[src/common/bkpt_status_pkg.sv]
// Constants shared by the background debug breakpoint/status block.
// Assumes a byte-wide register port driven by the serial command decoder.
package bkpt_status_pkg;
    localparam int ADDR_W = 16;
    localparam int DATA_W = 8;
    localparam int REG_IDX_W = 2;
    // Register indices on the serial register port
    localparam logic [1:0] IDX_STATUS_CONTROL = 2'h0;
    localparam logic [1:0] IDX_BKPT_HIGH = 2'h1;
    localparam logic [1:0] IDX_BKPT_LOW = 2'h2;
    localparam logic [1:0] IDX_FORCE_RESET = 2'h3;
    // Status/control field positions
    localparam int BIT_BKPT_EN = 5;
    localparam int BIT_FORCE_TAG = 4;
    localparam int BIT_LOWPOWER = 2;
    localparam int BIT_LP_FAIL = 1;
    localparam int BIT_SLOW_FAIL = 0;
    localparam int BIT_FORCE_RESET = 0;
    localparam logic [7:0] REG_RESET = 8'h00;
    localparam logic [7:0] READ_ZERO = 8'h00;
    // Length of the forced reset pulse in cycles
    localparam logic [3:0] RESET_PULSE_CYCLES = 4'h8;
endpackage

[src/core/bkpt_status_ctrl.sv]
// Background debug controller status, breakpoint and force-reset registers.
// Assumes a serial command decoder presents one-cycle register strobes on mclk;
// CPU status inputs come from the same clock domain.
`timescale 1ns/1ps
module bkpt_status_ctrl (
    input wire logic mclk, // 50 MHz clock
    input wire logic rstn, // Async reset, active low
    // Serial register port
    input wire logic ser_wr, // Serial write strobe
    input wire logic ser_rd, // Serial read strobe
    input wire logic ser_bkpt_cmd, // Strobe comes from a breakpoint command
    input wire logic [bkpt_status_pkg::REG_IDX_W-1:0] ser_idx, // Register index
    input wire logic [bkpt_status_pkg::DATA_W-1:0] ser_wdata, // Write data
    output logic [bkpt_status_pkg::DATA_W-1:0] ser_rdata, // Read data
    output logic ser_rvalid, // Read data valid pulse
    // User program bus view of force-reset register
    input wire logic user_wr_force_reset, // User write attempt, ignored
    // CPU status
    input wire logic cpu_lowpower, // CPU in wait or stop
    input wire logic bg_entry, // Background command entered active background
    input wire logic bg_exit, // Return to user program
    input wire logic access_fail_lowpower, // Access failed on wait/stop
    input wire logic access_fail_slow, // Access failed on slow access
    input wire logic access_start, // New memory access command starts
    // Breakpoint compare
    input wire logic [bkpt_status_pkg::ADDR_W-1:0] cpu_addr, // CPU address bus
    input wire logic cpu_fetch, // Opcode fetch cycle
    input wire logic cpu_boundary, // Instruction boundary
    input wire logic tagged_exec, // Tagged opcode reached execution
    output logic bkpt_force_req, // Force background at boundary
    output logic bkpt_tag, // Tag fetched opcode
    output logic bkpt_tag_enter, // Enter background for tagged opcode
    output logic mcu_reset_req // MCU reset request, active high
);
    import bkpt_status_pkg::*;

    // Breakpoint force sequencing: waiting for a match, or armed until a boundary
    typedef enum logic {BK_IDLE, BK_ARMED} bk_state_t;
    // Forced reset sequencing: quiet, or driving the MCU reset pulse
    typedef enum logic {RST_IDLE, RST_PULSE} rst_state_t;

    // Status and control state
    logic bkpt_en_ff;
    logic nxt_bkpt_en;
    logic force_tag_ff;
    logic nxt_force_tag;
    logic lp_hold_ff;
    logic nxt_lp_hold;
    logic lp_fail_ff;
    logic nxt_lp_fail;
    logic slow_fail_ff;
    logic nxt_slow_fail;
    // Breakpoint state and output pulses
    bk_state_t bk_state_ff;
    bk_state_t nxt_bk_state;
    logic bkpt_force_ff;
    logic nxt_bkpt_force;
    logic bkpt_tag_ff;
    logic nxt_bkpt_tag;
    logic tag_enter_ff;
    logic nxt_tag_enter;
    // Forced reset state
    rst_state_t rst_state_ff;
    rst_state_t nxt_rst_state;
    logic [3:0] rst_cnt_ff;
    logic [3:0] nxt_rst_cnt;
    logic rst_ff;
    logic nxt_rst;
    // Read port state
    logic [DATA_W-1:0] rdata_ff;
    logic [DATA_W-1:0] nxt_rdata;
    logic rvalid_ff;
    logic nxt_rvalid;
    // Decoded strobes and the breakpoint compare
    logic [DATA_W-1:0] pair_rdata;
    logic [ADDR_W-1:0] bkpt_addr;
    wire logic [ADDR_W/DATA_W-1:0] byte_eq;
    logic wr_high;
    logic wr_low;
    logic rd_pair;
    logic force_wr;
    logic match;

    // Index decode shared by every read and write path
    function automatic logic hit(input logic [REG_IDX_W-1:0] idx, input logic [REG_IDX_W-1:0] want);
        hit = (idx == want);
    endfunction

    // Pair is touched only by serial breakpoint commands, which run in the foreground too
    assign wr_high = ser_wr && ser_bkpt_cmd && hit(ser_idx, IDX_BKPT_HIGH);
    assign wr_low = ser_wr && ser_bkpt_cmd && hit(ser_idx, IDX_BKPT_LOW);
    assign rd_pair = ser_rd && ser_bkpt_cmd &&
        (hit(ser_idx, IDX_BKPT_HIGH) || hit(ser_idx, IDX_BKPT_LOW));
    // Only the serial path reaches the force-reset bit; the user write port goes nowhere
    assign force_wr = ser_wr && hit(ser_idx, IDX_FORCE_RESET) && ser_wdata[BIT_FORCE_RESET];

    // Address pair storage
    bkpt_pair_reg u_pair (
        .mclk(mclk),
        .rstn(rstn),
        .wr_high(wr_high),
        .wr_low(wr_low),
        .wdata(ser_wdata),
        .rd_low_sel(hit(ser_idx, IDX_BKPT_LOW)),
        .rdata(pair_rdata),
        .addr(bkpt_addr)
    );

    // Compare the address one byte at a time; a match needs every byte equal
    for (genvar g = 0; g < ADDR_W / DATA_W; g++) begin : g_byte_cmp
        assign byte_eq[g] = (cpu_addr[g*DATA_W +: DATA_W] == bkpt_addr[g*DATA_W +: DATA_W]);
    end
    assign match = &byte_eq;

    // Status and control bits
    always_comb begin
        nxt_bkpt_en = bkpt_en_ff;
        nxt_force_tag = force_tag_ff;
        nxt_lp_hold = lp_hold_ff;
        nxt_lp_fail = lp_fail_ff;
        nxt_slow_fail = slow_fail_ff;
        if (ser_wr && hit(ser_idx, IDX_STATUS_CONTROL)) begin
            nxt_bkpt_en = ser_wdata[BIT_BKPT_EN];
            nxt_force_tag = ser_wdata[BIT_FORCE_TAG];
        end
        // Remember a background entry from wait/stop until the program resumes
        if (bg_exit) begin
            nxt_lp_hold = 1'b0;
        end
        if (bg_entry && cpu_lowpower) begin
            nxt_lp_hold = 1'b1;
        end
        // Fail flags cleared when a new access starts; a failure in that cycle wins
        if (access_start) begin
            nxt_lp_fail = 1'b0;
            nxt_slow_fail = 1'b0;
        end
        if (access_fail_lowpower) begin
            nxt_lp_fail = 1'b1;
        end
        if (access_fail_slow) begin
            nxt_slow_fail = 1'b1;
        end
    end

    // Register the status and control bits
    always_ff @(posedge mclk or negedge rstn) begin
        if (!rstn) begin
            bkpt_en_ff <= 1'b0;
            force_tag_ff <= 1'b0;
            lp_hold_ff <= 1'b0;
            lp_fail_ff <= 1'b0;
            slow_fail_ff <= 1'b0;
        end else begin
            bkpt_en_ff <= nxt_bkpt_en;
            force_tag_ff <= nxt_force_tag;
            lp_hold_ff <= nxt_lp_hold;
            lp_fail_ff <= nxt_lp_fail;
            slow_fail_ff <= nxt_slow_fail;
        end
    end

    // Breakpoint sequencing; everything is held quiet while the enable is clear
    always_comb begin
        nxt_bk_state = bk_state_ff;
        nxt_bkpt_force = 1'b0;
        nxt_bkpt_tag = 1'b0;
        nxt_tag_enter = 1'b0;
        if (!bkpt_en_ff) begin
            nxt_bk_state = BK_IDLE;
        end else if (force_tag_ff) begin
            // A match may fall on any address; the force waits for the next boundary
            case (bk_state_ff)
                BK_IDLE: begin
                    if (match && cpu_boundary) begin
                        nxt_bkpt_force = 1'b1;
                    end else if (match) begin
                        nxt_bk_state = BK_ARMED;
                    end
                end
                BK_ARMED: begin
                    if (cpu_boundary) begin
                        nxt_bkpt_force = 1'b1;
                        nxt_bk_state = BK_IDLE;
                    end
                end
                default: begin
                    nxt_bk_state = BK_IDLE;
                end
            endcase
        end else begin
            // Tag mode: mark the fetched opcode, enter background only if it executes
            nxt_bk_state = BK_IDLE;
            nxt_bkpt_tag = match && cpu_fetch;
            nxt_tag_enter = tagged_exec;
        end
    end

    // Register the breakpoint state and its pulses
    always_ff @(posedge mclk or negedge rstn) begin
        if (!rstn) begin
            bk_state_ff <= BK_IDLE;
            bkpt_force_ff <= 1'b0;
            bkpt_tag_ff <= 1'b0;
            tag_enter_ff <= 1'b0;
        end else begin
            bk_state_ff <= nxt_bk_state;
            bkpt_force_ff <= nxt_bkpt_force;
            bkpt_tag_ff <= nxt_bkpt_tag;
            tag_enter_ff <= nxt_tag_enter;
        end
    end

    // Forced reset: a serial write of the bit starts a pulse of fixed length
    always_comb begin
        nxt_rst_state = rst_state_ff;
        nxt_rst_cnt = rst_cnt_ff;
        case (rst_state_ff)
            RST_IDLE: begin
                nxt_rst_cnt = 4'h0;
            end
            RST_PULSE: begin
                if (rst_cnt_ff != 4'h0) begin
                    nxt_rst_cnt = rst_cnt_ff - 4'h1;
                end else begin
                    nxt_rst_state = RST_IDLE;
                end
            end
            default: begin
                nxt_rst_state = RST_IDLE;
            end
        endcase
        // A new serial write restarts the pulse at full length
        if (force_wr) begin
            nxt_rst_state = RST_PULSE;
            nxt_rst_cnt = RESET_PULSE_CYCLES - 4'h1;
        end
        nxt_rst = (nxt_rst_state == RST_PULSE);
    end

    // Register the forced reset sequencing
    always_ff @(posedge mclk or negedge rstn) begin
        if (!rstn) begin
            rst_state_ff <= RST_IDLE;
            rst_cnt_ff <= 4'h0;
            rst_ff <= 1'b0;
        end else begin
            rst_state_ff <= nxt_rst_state;
            rst_cnt_ff <= nxt_rst_cnt;
            rst_ff <= nxt_rst;
        end
    end

    // Read multiplexer; unselected and refused reads give zero
    always_comb begin
        nxt_rvalid = ser_rd;
        nxt_rdata = READ_ZERO;
        if (ser_rd && hit(ser_idx, IDX_STATUS_CONTROL)) begin
            nxt_rdata[BIT_BKPT_EN] = bkpt_en_ff;
            nxt_rdata[BIT_FORCE_TAG] = force_tag_ff;
            nxt_rdata[BIT_LOWPOWER] = cpu_lowpower || lp_hold_ff;
            nxt_rdata[BIT_LP_FAIL] = lp_fail_ff;
            nxt_rdata[BIT_SLOW_FAIL] = slow_fail_ff;
        end
        if (rd_pair) begin
            nxt_rdata = pair_rdata;
        end
        // Force-reset register always reads zero
        if (ser_rd && hit(ser_idx, IDX_FORCE_RESET)) begin
            nxt_rdata = READ_ZERO;
        end
    end

    // Register the read port
    always_ff @(posedge mclk or negedge rstn) begin
        if (!rstn) begin
            rdata_ff <= REG_RESET;
            rvalid_ff <= 1'b0;
        end else begin
            rdata_ff <= nxt_rdata;
            rvalid_ff <= nxt_rvalid;
        end
    end

    // Every output comes straight from a flip-flop
    assign ser_rdata = rdata_ff;
    assign ser_rvalid = rvalid_ff;
    assign bkpt_force_req = bkpt_force_ff;
    assign bkpt_tag = bkpt_tag_ff;
    assign bkpt_tag_enter = tag_enter_ff;
    assign mcu_reset_req = rst_ff;
endmodule // bkpt_status_ctrl

[src/core/bkpt_pair_reg.sv]
// Breakpoint address pair storage with a byte read port.
// Assumes the parent decodes which byte is written or read.
`timescale 1ns/1ps
module bkpt_pair_reg (
    input wire logic mclk, // Clock
    input wire logic rstn, // Async reset, active low
    input wire logic wr_high, // Write high byte
    input wire logic wr_low, // Write low byte
    input wire logic [7:0] wdata, // Write data
    input wire logic rd_low_sel, // Read selects low byte
    output logic [7:0] rdata, // Selected byte, registered by the parent
    output logic [15:0] addr // Stored breakpoint address
);
    import bkpt_status_pkg::*;
    logic [7:0] high_ff, low_ff;
    logic [7:0] nxt_high, nxt_low;

    // Next values for the pair
    always_comb begin
        nxt_high = high_ff;
        nxt_low = low_ff;
        if (wr_high) begin
            nxt_high = wdata;
        end
        if (wr_low) begin
            nxt_low = wdata;
        end
    end

    // Register the pair
    always_ff @(posedge mclk or negedge rstn) begin
        if (!rstn) begin
            high_ff <= REG_RESET;
            low_ff <= REG_RESET;
        end else begin
            high_ff <= nxt_high;
            low_ff <= nxt_low;
        end
    end

    // Byte select; the parent registers it so its read data leave from a flip-flop
    assign rdata = rd_low_sel ? low_ff : high_ff;
    assign addr = {high_ff, low_ff};
endmodule // bkpt_pair_reg

[config.mk]
export PLATFORM = sky130hd
export DESIGN_NAME = bkpt_status_ctrl
export DESIGN_NICKNAME = d
export VERILOG_FILES = /design/src/common/bkpt_status_pkg.sv /design/src/core/bkpt_status_ctrl.sv /design/src/core/bkpt_pair_reg.sv
export SDC_FILE = /design/constraint.sdc
export NUM_CORES = 1
export LEC_CHECK = 0
export BUFFER_PORTS_ARGS = -buffer_cell sky130_fd_sc_hd__buf_2
export CAP_MARGIN = 10
export CELL_PAD_IN_SITES_DETAIL_PLACEMENT = 0
export CELL_PAD_IN_SITES_GLOBAL_PLACEMENT = 1
export CORE_ASPECT_RATIO = 1.75
export CORE_MARGIN = 2
export CORE_UTILIZATION = 36
export CTS_BUF_LIST = sky130_fd_sc_hd__clkbuf_8 sky130_fd_sc_hd__clkbuf_16
export DETAILED_ROUTE_END_ITERATION = 8
export GPL_TIMING_DRIVEN = 1
export HOLD_SLACK_MARGIN = 0.1
export PLACE_DENSITY_LB_ADDON = 0.3
export SLEW_MARGIN = 40
export SYNTH_ARGS = -nofsm -noshare
export SYNTH_HDL_FRONTEND = slang
export SYNTH_SLANG_ARGS = --single-unit
export TNS_END_PERCENT = 5
[constraint.sdc]
create_clock -name mclk -period 1.43 [get_ports mclk]
set_clock_uncertainty 0.2 [all_clocks]
set_input_delay 0.143 -clock mclk [delete_from_list [all_inputs] [get_ports mclk]]
set_output_delay 0.143 -clock mclk [all_outputs]
set_load 0.01 [all_outputs]
# After elaboration in Yosys (flattened, before gate mapping)
# Cells that the tools add are included.
dict set report word_totals {
  inputBits 41
  word_cells 76
  out_inout_bits 13
  reg_bits 39
}
dict set report classes {
  bitwise_logic 2
  reduce_logical 21
  mux 31
  n_eq_ne 6
  addsub 1
}
# op n
set ops {}
lappend ops {{2-to-1 mux 8 bit} 3}
lappend ops {{2-to-1 mux 1 bit} 21}
lappend ops {{== test 8 bit} 2}
lappend ops {{logical AND 1 bit} 13}
lappend ops {{2-to-1 mux 4 bit} 2}
lappend ops {{case mux 4 bit (2 select lines)} 1}
lappend ops {{nonzero test 2 bit} 3}
lappend ops {{== test 2 bit, second input constant} 2}
lappend ops {{case mux 1 bit (2 select lines)} 2}
lappend ops {{nonzero test 4 bit} 1}
lappend ops {{subtractor 4 x 1 -> 4 bit, second input constant} 1}
lappend ops {{2-to-1 mux 3 bit} 1}
lappend ops {{!= test 3 x 1 -> 1 bit, second input constant} 1}
lappend ops {{== test 2 x 1 -> 1 bit, second input constant} 1}
lappend ops {{zero test 2 bit} 1}
lappend ops {{logical OR 1 bit} 2}
lappend ops {{2-to-1 mux 2 bit} 1}
lappend ops {{inverter 1 bit} 2}
lappend ops {{AND reduction 2 bit} 1}

# Depth between registers and ports, before layout
# Gate-level depths: netlist of the first run.
dict set report depth {
  depth_word 7
  mapped_depth 7
  mapped_depth_nobuf 6
}

# By module
# Synthesis of the first run repeated with hierarchy kept, for this count alone.
dict set report unflattened {
  hier_cells 150
  area_unflattened_um2 1959.4
}
# module cells_each area_per_inst_um2 instances seq_area_each_um2
set by_module_without_submodules {}
lappend by_module_without_submodules {bkpt_status_ctrl 107 1164.9 1 575.6}
lappend by_module_without_submodules {bkpt_pair_reg 43 794.5 1 400.4}

# Least setup slack after synthesis of the first run
# No wires, ideal clock.
dict set report synth_path {
  path_kind {register to register}
  startpoint {register u_pair.high_ff[3]}
  endpoint {register bkpt_force_ff (netlist: bkpt_force_req)}
  required_ps 1142
  setup_time_ps 88
  setup_slack_ps -71
  stages_incl_launch_ff 5
  path_buffers 0
  period_less_slack_ps 1501
  arrival_time_ps 1213
  path_cell_list {dfrtp_1 > xor2_1 > nor4_1 > a41oi_1 > nor3b_1}
}
dict set report synth_via {
  elab_chain_cells 7
}
# item line
set synth_lines {}
lappend synth_lines {{from (decl)} bkpt_pair_reg.sv:15} ;# logic [7:0] high_ff, low_ff;
lappend synth_lines {{from (signal assigned)} bkpt_pair_reg.sv:36} ;# high_ff <= nxt_high;
lappend synth_lines {{== test 8 bit} bkpt_status_ctrl.sv:111} ;# assign byte_eq[g] = (cpu_addr[g*DATA_W +: DATA_W] == bkpt_addr[g*DATA_W +: DATA_W]);
lappend synth_lines {{AND reduction 2 bit} bkpt_status_ctrl.sv:113} ;# assign match = &byte_eq;
lappend synth_lines {{logical AND 1 bit} bkpt_status_ctrl.sv:175} ;# if (match && cpu_boundary) begin
lappend synth_lines {{2-to-1 mux 1 bit} bkpt_status_ctrl.sv:175}
lappend synth_lines {{case mux 1 bit (2 select lines)} bkpt_status_ctrl.sv:173} ;# case (bk_state_ff)
lappend synth_lines {{2-to-1 mux 1 bit} bkpt_status_ctrl.sv:171} ;# end else if (force_tag_ff) begin
lappend synth_lines {{2-to-1 mux 1 bit} bkpt_status_ctrl.sv:169} ;# if (!bkpt_en_ff) begin
lappend synth_lines {{net nxt_bkpt_force} bkpt_status_ctrl.sv:57} ;# logic nxt_bkpt_force;
lappend synth_lines {{to (signal assigned)} bkpt_status_ctrl.sv:208} ;# bkpt_force_ff <= nxt_bkpt_force;
lappend synth_lines {{to (decl)} bkpt_status_ctrl.sv:56} ;# logic bkpt_force_ff;
# The timed path passes the listed nets, and every way through them passes these cells.
# A chain may end at the register's enable or synchronous reset.

# Final worst setup path of the first run
dict set report layout_path {
  startpoint {register u_pair.low_ff[3]}
  endpoint {register bk_state_ff}
}
dict set report layout_via {
  elab_chain_cells 7
  elab_cells_between_ends 8
  classes_between {eq/ne (1); mux (5); reduce/logical (2)}
}
# item line
set layout_lines {}
lappend layout_lines {{from (decl)} bkpt_pair_reg.sv:15}
lappend layout_lines {{from (signal assigned)} bkpt_pair_reg.sv:37} ;# low_ff <= nxt_low;
lappend layout_lines {{== test 8 bit (*)} bkpt_status_ctrl.sv:111}
lappend layout_lines {{AND reduction 2 bit (*)} bkpt_status_ctrl.sv:113}
lappend layout_lines {{2-to-1 mux 1 bit / logical AND 1 bit (equally long branches)} {bkpt_status_ctrl.sv:177, bkpt_status_ctrl.sv:175}}
lappend layout_lines {{2-to-1 mux 1 bit (*)} bkpt_status_ctrl.sv:175}
lappend layout_lines {{case mux 1 bit (2 select lines) (*)} bkpt_status_ctrl.sv:173}
lappend layout_lines {{2-to-1 mux 1 bit (*)} bkpt_status_ctrl.sv:171}
lappend layout_lines {{2-to-1 mux 1 bit (*)} bkpt_status_ctrl.sv:169}
lappend layout_lines {{net nxt_bk_state} bkpt_status_ctrl.sv:55} ;# bk_state_t nxt_bk_state;
lappend layout_lines {{to (signal assigned)} bkpt_status_ctrl.sv:207} ;# bk_state_ff <= nxt_bk_state;
lappend layout_lines {{to (decl)} bkpt_status_ctrl.sv:54} ;# bk_state_t bk_state_ff;
# The timed path passes the listed nets; every way through them passes the cells marked *.

==> results.toml, run 1 <==
[run_status]
outcome = "finished with violations"
violations = "negative setup slack"

[sta]
slew_violations = 0
finalCritPeriodShare_pct = 113
setup_viol = 7
relSlewSlack_pct = 71.3
finalHoldViolCount = 0
rsz0062_at_grt = "true"
worstMarginPinSlew_ns = 0.431
period_minus_slack_ns = 1.62
fmax_mhz = 619
setup_ws_ns = -0.186

[layout]
diodes = 0
design_area_mm2 = 0.00272
area_delta_synth_final_pct = 49.0
final_nets = 301
drive_gt1_share_pct = 45.5

[worst_setup_path]
rrSetupSlack_ns = -0.19
crit_path_end = "bk_state_ff"
crit_type = "flip-flop to flip-flop"
path_delay_family = "simple AND/OR/NAND/NOR gates"
crit_slowest_cell = "dfrtp_1"
cp-start-kind = "flip-flop"
worstRegToRegCells = 4
cp.depth = 4
crit_path_end_kind = "flip-flop"
cp-startpoint = "u_pair.low_ff[3]"
r2r-start = "u_pair.low_ff[3]"
path_buf_inv = 0
required_ns = 1.44
crit_chain = "xor2_1 > nor4_2 > a41oi_2 > nor3_2"
cp_max_fo = 2
arrival_ns = 1.63
max_stage_delay_ns = 0.39
r2r_end = "bk_state_ff"

[logic_synthesis]
ys_top_cells_by_area = "dfrtp_1, mux2_2, xor2_1"
avgSynthCellArea_um2 = 12.1
synth.largest_area_cell = "dfrtp_1"
netlist_instances = 151
yosys_register_bits = 39
ys_seq_area_share_pct = 53.5
syn_area_mm2 = 0.00182
yosys_warnings = 0
synthDistinctLibCells = 28
yosysTopAreaCellShare_pct = 53.5
syn_nets = 198

[clock_network]
cts.path.max_buffers = 2
cts_sinks = 39
clk_pin_slew_ns = 0.07
clk_latency_ns = 0.28
cts_tree = "yes"
cts_made_buffers = 5
ctsHtreeMaxLevel = 2
cts_root_buffer = "clkbuf_8"

[route]
drc = 0
routed_wl_um = 4460
drt-initial-drc-count = 16
dr_total_vias = 1475
drtPass1Iterations = 4
vias_per_cell = 4.77
wl_per_cell_um = 14.4
postRouteAntennaNets = 0

[place]
detailed_place_hpwl_um = 3500
io_buffers = 52
postPlaceCellArea_mm2 = 0.00236
post-place-ws_ns = -0.206
place.gp.congestion = 0.741

[global_route]
first_global_vias = 1676
grt_pass1_wl_um = 7630
grt_use_total_pct = 17.5
overflow = 0
grt_max_degree = 23
antenna_found_initial = 0

[pwr]
power_density_mw_per_mm2 = 1030
power_leakage_nw = 1.36
ir_drop_v = 0.000757

[die]
fp.coreArea_mm2 = 0.00493
dieArea_mm2 = 0.00568
die_w_um = 57.8
rows = 34
die_h_um = 98.2
io_pins = 54
initial_core_util_pct = 37.0

[job]
maxCapViolCount = 0

[min_path]
hold_path.class = "primary input to flip-flop"
==> cell usage in the layout (no fill, tap or decap), drive strengths merged, types with 5 or more instances in the layout <==
cell / count
nand2: 8
dlygate4sd3: 20
nor2: 10
inv: 8
xor2: 16
mux2i: 7
buf: 79
dfrtp: 39
nor3: 5
clkbuf: 5
mux2: 18
ha: 6
==> layer usage <==
metal	global-route usage [%]	vias to the layer above	wire, µm
met4	6.98	0	116
li1	-	728	-
met2	31.8	36	2500
met3	3.05	11	161
met1	19.5	700	1680
met5	0	-	0
==> registers in the layout, indices dropped and copies added (netlist names) <==
| register | cells |
|---|---|
| bk_state_ff | 1 |
| lp_fail_ff | 1 |
| ser_rvalid | 1 |
| lp_hold_ff | 1 |
| mcu_reset_req | 1 |
| u_pair.low_ff | 8 |
| ser_rdata | 8 |
| u_pair.high_ff | 8 |
| bkpt_tag_enter | 1 |
| rst_cnt_ff | 4 |
| slow_fail_ff | 1 |
| force_tag_ff | 1 |
| bkpt_en_ff | 1 |
| bkpt_tag | 1 |
| bkpt_force_req | 1 |
==> timing repair <==
item / in CTS / in global routing
hold buffers: 20 / 0
setup buffers: 0 / 1
hold endpoints to repair: 70 / 0
setup endpoints to repair: 8 / 8
gates cloned: 0 / 0
pin swaps: 10 / 7
gates resized for setup: 12 / 2
==> how the worst min path moves through the flow <==
| stage | from | to | cells past startpoint |
|---|---|---|---|
| after floorplan | rstn | bk_state_ff | 0 |
| after global placement | rstn | ser_rdata[0] | 1 |
| after detailed placement | rstn | ser_rdata[0] | 1 |
| after CTS | ser_wr | force_tag_ff | 3 |
| after global routing | ser_wr | bkpt_en_ff | 3 |
| final | ser_wr | force_tag_ff | 3 |
==> cell type report <==
class | count | area, µm²
multi-input combinational | 103 | 883
clock buffer | 5 | 68.8
clock inverter | 3 | 12.5
timing repair buffer | 99 | 688
inverter | 6 | 22.5
sequential | 39 | 976
tap | 54 | 67.6
fill | 435 | 2220
==> cells by family after synthesis <==
group	after synthesis	synth area share, %
buf+inv	9	1.92
xor+xnor	19	9.12
fa+ha+maj	6	4.12
compound gates	13	4.59
simple gates	40	11.8
mux	25	15.0
flops	39	53.5
==> through the flow <==
step / total power [W] / setup TNS [ns] / std cells / hold slack [ns] / util, %
finish: 0.00281 / -0.510 / 309 / 0.104 / 55.1
detailed placement: 0.00204 / -2.61 / 280 / -0.0877 / 47.9
floorplan: 0.00169 / -0.581 / 151 / -0.353 / -
global route: 0.00298 / -1.23 / 309 / 0.112 / 55.1
global placement: 0.00201 / -2.04 / 280 / -0.102 / 47.9
CTS: 0.00283 / -0.533 / 308 / 0.109 / 54.7
==> worst min-delay path, cell delays in order <==
cell	delay [ns]
buf_2	0.12
nand2_1	0.13
mux2_2	0.16
==> Yosys cell counts <==
cell type / count
a21o_1: 2
a41oi_1: 1
and3b_1: 1
nand3_1: 3
nand3b_1: 1
mux2i_1: 7
dfrtp_1: 39
a31oi_1: 4
nor2b_1: 1
o21ai_0: 4
inv_1: 6
nand2_1: 8
clkbuf_1: 1
nor2_1: 10
nand4_1: 1
nand2b_1: 2
nor3b_1: 3
xor2_1: 16
nor4_1: 2
nor3_1: 5
buf_1: 1
mux2_2: 18
a211oi_1: 2
nor4_2: 2
xnor2_1: 3
ha_1: 6
buf_2: 1
and2_1: 1
==> report_power, final <==
group / switching [W] / internal, W / total [W]
clock: 0.000370 / 0.000328 / 0.000698
sequential: 0.000106 / 0.00124 / 0.00135
combinational: 0.000323 / 0.000438 / 0.000761
Power figures use the tool's default switching activity.
==> inputs of run 2 (changes only) <==
--- a/constraint.sdc
+++ b/constraint.sdc
@@ -3,3 +3,3 @@
 set_input_delay 0.143 -clock mclk [delete_from_list [all_inputs] [get_ports mclk]]
 set_output_delay 0.143 -clock mclk [all_outputs]
-set_load 0.01 [all_outputs]
+set_load 0.1 [all_outputs]
==> run 2 against run 1 <==
The run still ends with negative setup slack left. Register-to-register slack better by 0.02 ns. Clock power about the same. Critical path type unchanged. Final cell count up 1.9%.
==> results.toml, run 2 (synthesized netlist as in run 1, its figures left out) <==
[run_status]
outcome = "finished with violations"
violations = "negative setup slack"

[clock_network]
clk_latency_ns = 0.29
cts_tree = "yes"
ctsHtreeMaxLevel = 2
cts_root_buffer = "clkbuf_8"
clk_pin_slew_ns = 0.07
cts_made_buffers = 5
cts_sinks = 39
cts.path.max_buffers = 2

[worst_setup_path]
crit_slowest_cell = "dfrtp_1"
crit_path_end_kind = "flip-flop"
r2r_end = "bkpt_force_req"
arrival_ns = 1.61
max_stage_delay_ns = 0.41
worstRegToRegCells = 4
crit_path_end = "bkpt_force_req"
cp-startpoint = "u_pair.low_ff[4]"
cp-start-kind = "flip-flop"
rrSetupSlack_ns = -0.17
crit_chain = "xor2_1 > nor4_2 > a41oi_2 > nor3b_2"
path_delay_family = "simple AND/OR/NAND/NOR gates"
crit_type = "flip-flop to flip-flop"
cp.depth = 4
r2r-start = "u_pair.low_ff[4]"
path_buf_inv = 0
required_ns = 1.44
cp_max_fo = 3

[route]
drtPass1Iterations = 4
drt-initial-drc-count = 17
routed_wl_um = 4450
vias_per_cell = 4.76
dr_total_vias = 1500
postRouteAntennaNets = 0
wl_per_cell_um = 14.1
drc = 0

[sta]
setup_viol = 5
slew_violations = 0
rsz0062_at_grt = "true"
finalCritPeriodShare_pct = 112
relSlewSlack_pct = 67.7
period_minus_slack_ns = 1.60
worstMarginPinSlew_ns = 0.487
hold_ws_ns = 0.108
finalHoldViolCount = 0
setup_ws_ns = -0.169
fmax_mhz = 626
fin_setup_tns_ns = -0.490

[layout]
drive_gt1_share_pct = 46.0
final_nets = 307
final_cell_mix = "buf_2, dfrtp_1, buf_4"
design_area_mm2 = 0.00284
fin_cells = 315
final_common_cell = "buf_2"
area_delta_synth_final_pct = 55.4
diodes = 0

[global_route]
antenna_found_initial = 0
grt_pass1_wl_um = 7710
grt_max_degree = 20
first_global_vias = 1776
overflow = 0
grt_use_total_pct = 17.8

[pwr]
sequentialPowerShare_pct = 45.3
sw_frac_of_total_pct = 30.9
intPower_w = 0.00206
power_density_mw_per_mm2 = 1050
switchingPower_w = 0.000921
comb_power_share_pct = 31.4
power_frac_clock_pct = 23.3
power_leakage_nw = 1.40
ir_drop_v = 0.000776

[die]
initial_core_util_pct = 37.0
rows = 34
io_pins = 54
die_w_um = 57.8
fp.coreArea_mm2 = 0.00493
dieArea_mm2 = 0.00568
die_h_um = 98.2

[place]
io_buffers = 52
detailed_place_hpwl_um = 3570
postPlaceCellArea_mm2 = 0.00246
post-place-ws_ns = -0.230
place.gp.congestion = 0.826
placedCellCount = 282

[min_path]
hold_path.class = "primary input to flip-flop"
whs_path_depth = 3

[job]
maxCapViolCount = 0
run 2: per-stage QoR:
| stage | total power, W | utilization, % |
|---|---|---|
| 2_1_floorplan | 0.00181 | - |
| 3_3_place_gp | 0.00218 | 49.8 |
| 3_5_place_dp | 0.00222 | 49.8 |
| 4_1_cts | 0.00300 | 56.9 |
| 5_1_grt | 0.00314 | 57.5 |
| 6_report | 0.00298 | 57.5 |
run 2: per-layer routing:
metal,global-route usage [%],part of all wire [%],wire (µm)
met1,18.4,37,1630
met3,3.05,3.5,156
met5,0,0,0
met4,8.23,2.6,116
met2,33.1,57,2550
run 2: power groups by stage:
stage | logic (W) | clock network [W] | registers [W]
2_1_floorplan | 0.000328 | 0 | 0.00149
6_report | 0.000936 | 0.000695 | 0.00135
3_5_place_dp | 0.000849 | 0 | 0.00137
3_3_place_gp | 0.000823 | 0 | 0.00136
4_1_cts | 0.000934 | 0.000721 | 0.00135
5_1_grt | 0.00101 | 0.000763 | 0.00137
run 2: layout make-up:
cell class	instances	area, µm²
inverter	6	22.5
multi-input combinational	103	867
clock buffer	5	68.8
clock inverter	3	12.5
sequential	39	977
timing repair buffer	105	820
tap	54	67.6
fill	418	2100
run 2: worst min-delay path: stages:
cell	delay [ns]
buf_2	0.13
nand2_1	0.13
mux2_2	0.17
run 2: worst min path at each step:
| stage | from | end | slack [ns] |
|---|---|---|---|
| 2_1_floorplan | rstn | bk_state_ff | -0.35 |
| 3_3_place_gp | rstn | ser_rdata[0] | -0.25 |
| 3_5_place_dp | rstn | ser_rdata[1] | -0.24 |
| 4_1_cts | ser_wr | bkpt_en_ff | 0.10 |
| 5_1_grt | ser_wr | bkpt_en_ff | 0.13 |
| 6_report | ser_wr | bkpt_en_ff | 0.11 |
run 2: timing repair:
action | 4_1_cts | 5_1_grt
pin swaps | 8 | 4
endpoints found under the hold margin | 73 | 0
buffers inserted | 2 | 1
resized for setup | 7 | 6
cloned | 0 | 0
hold buffers | 22 | 0
setup endpoints to repair | 8 | 22
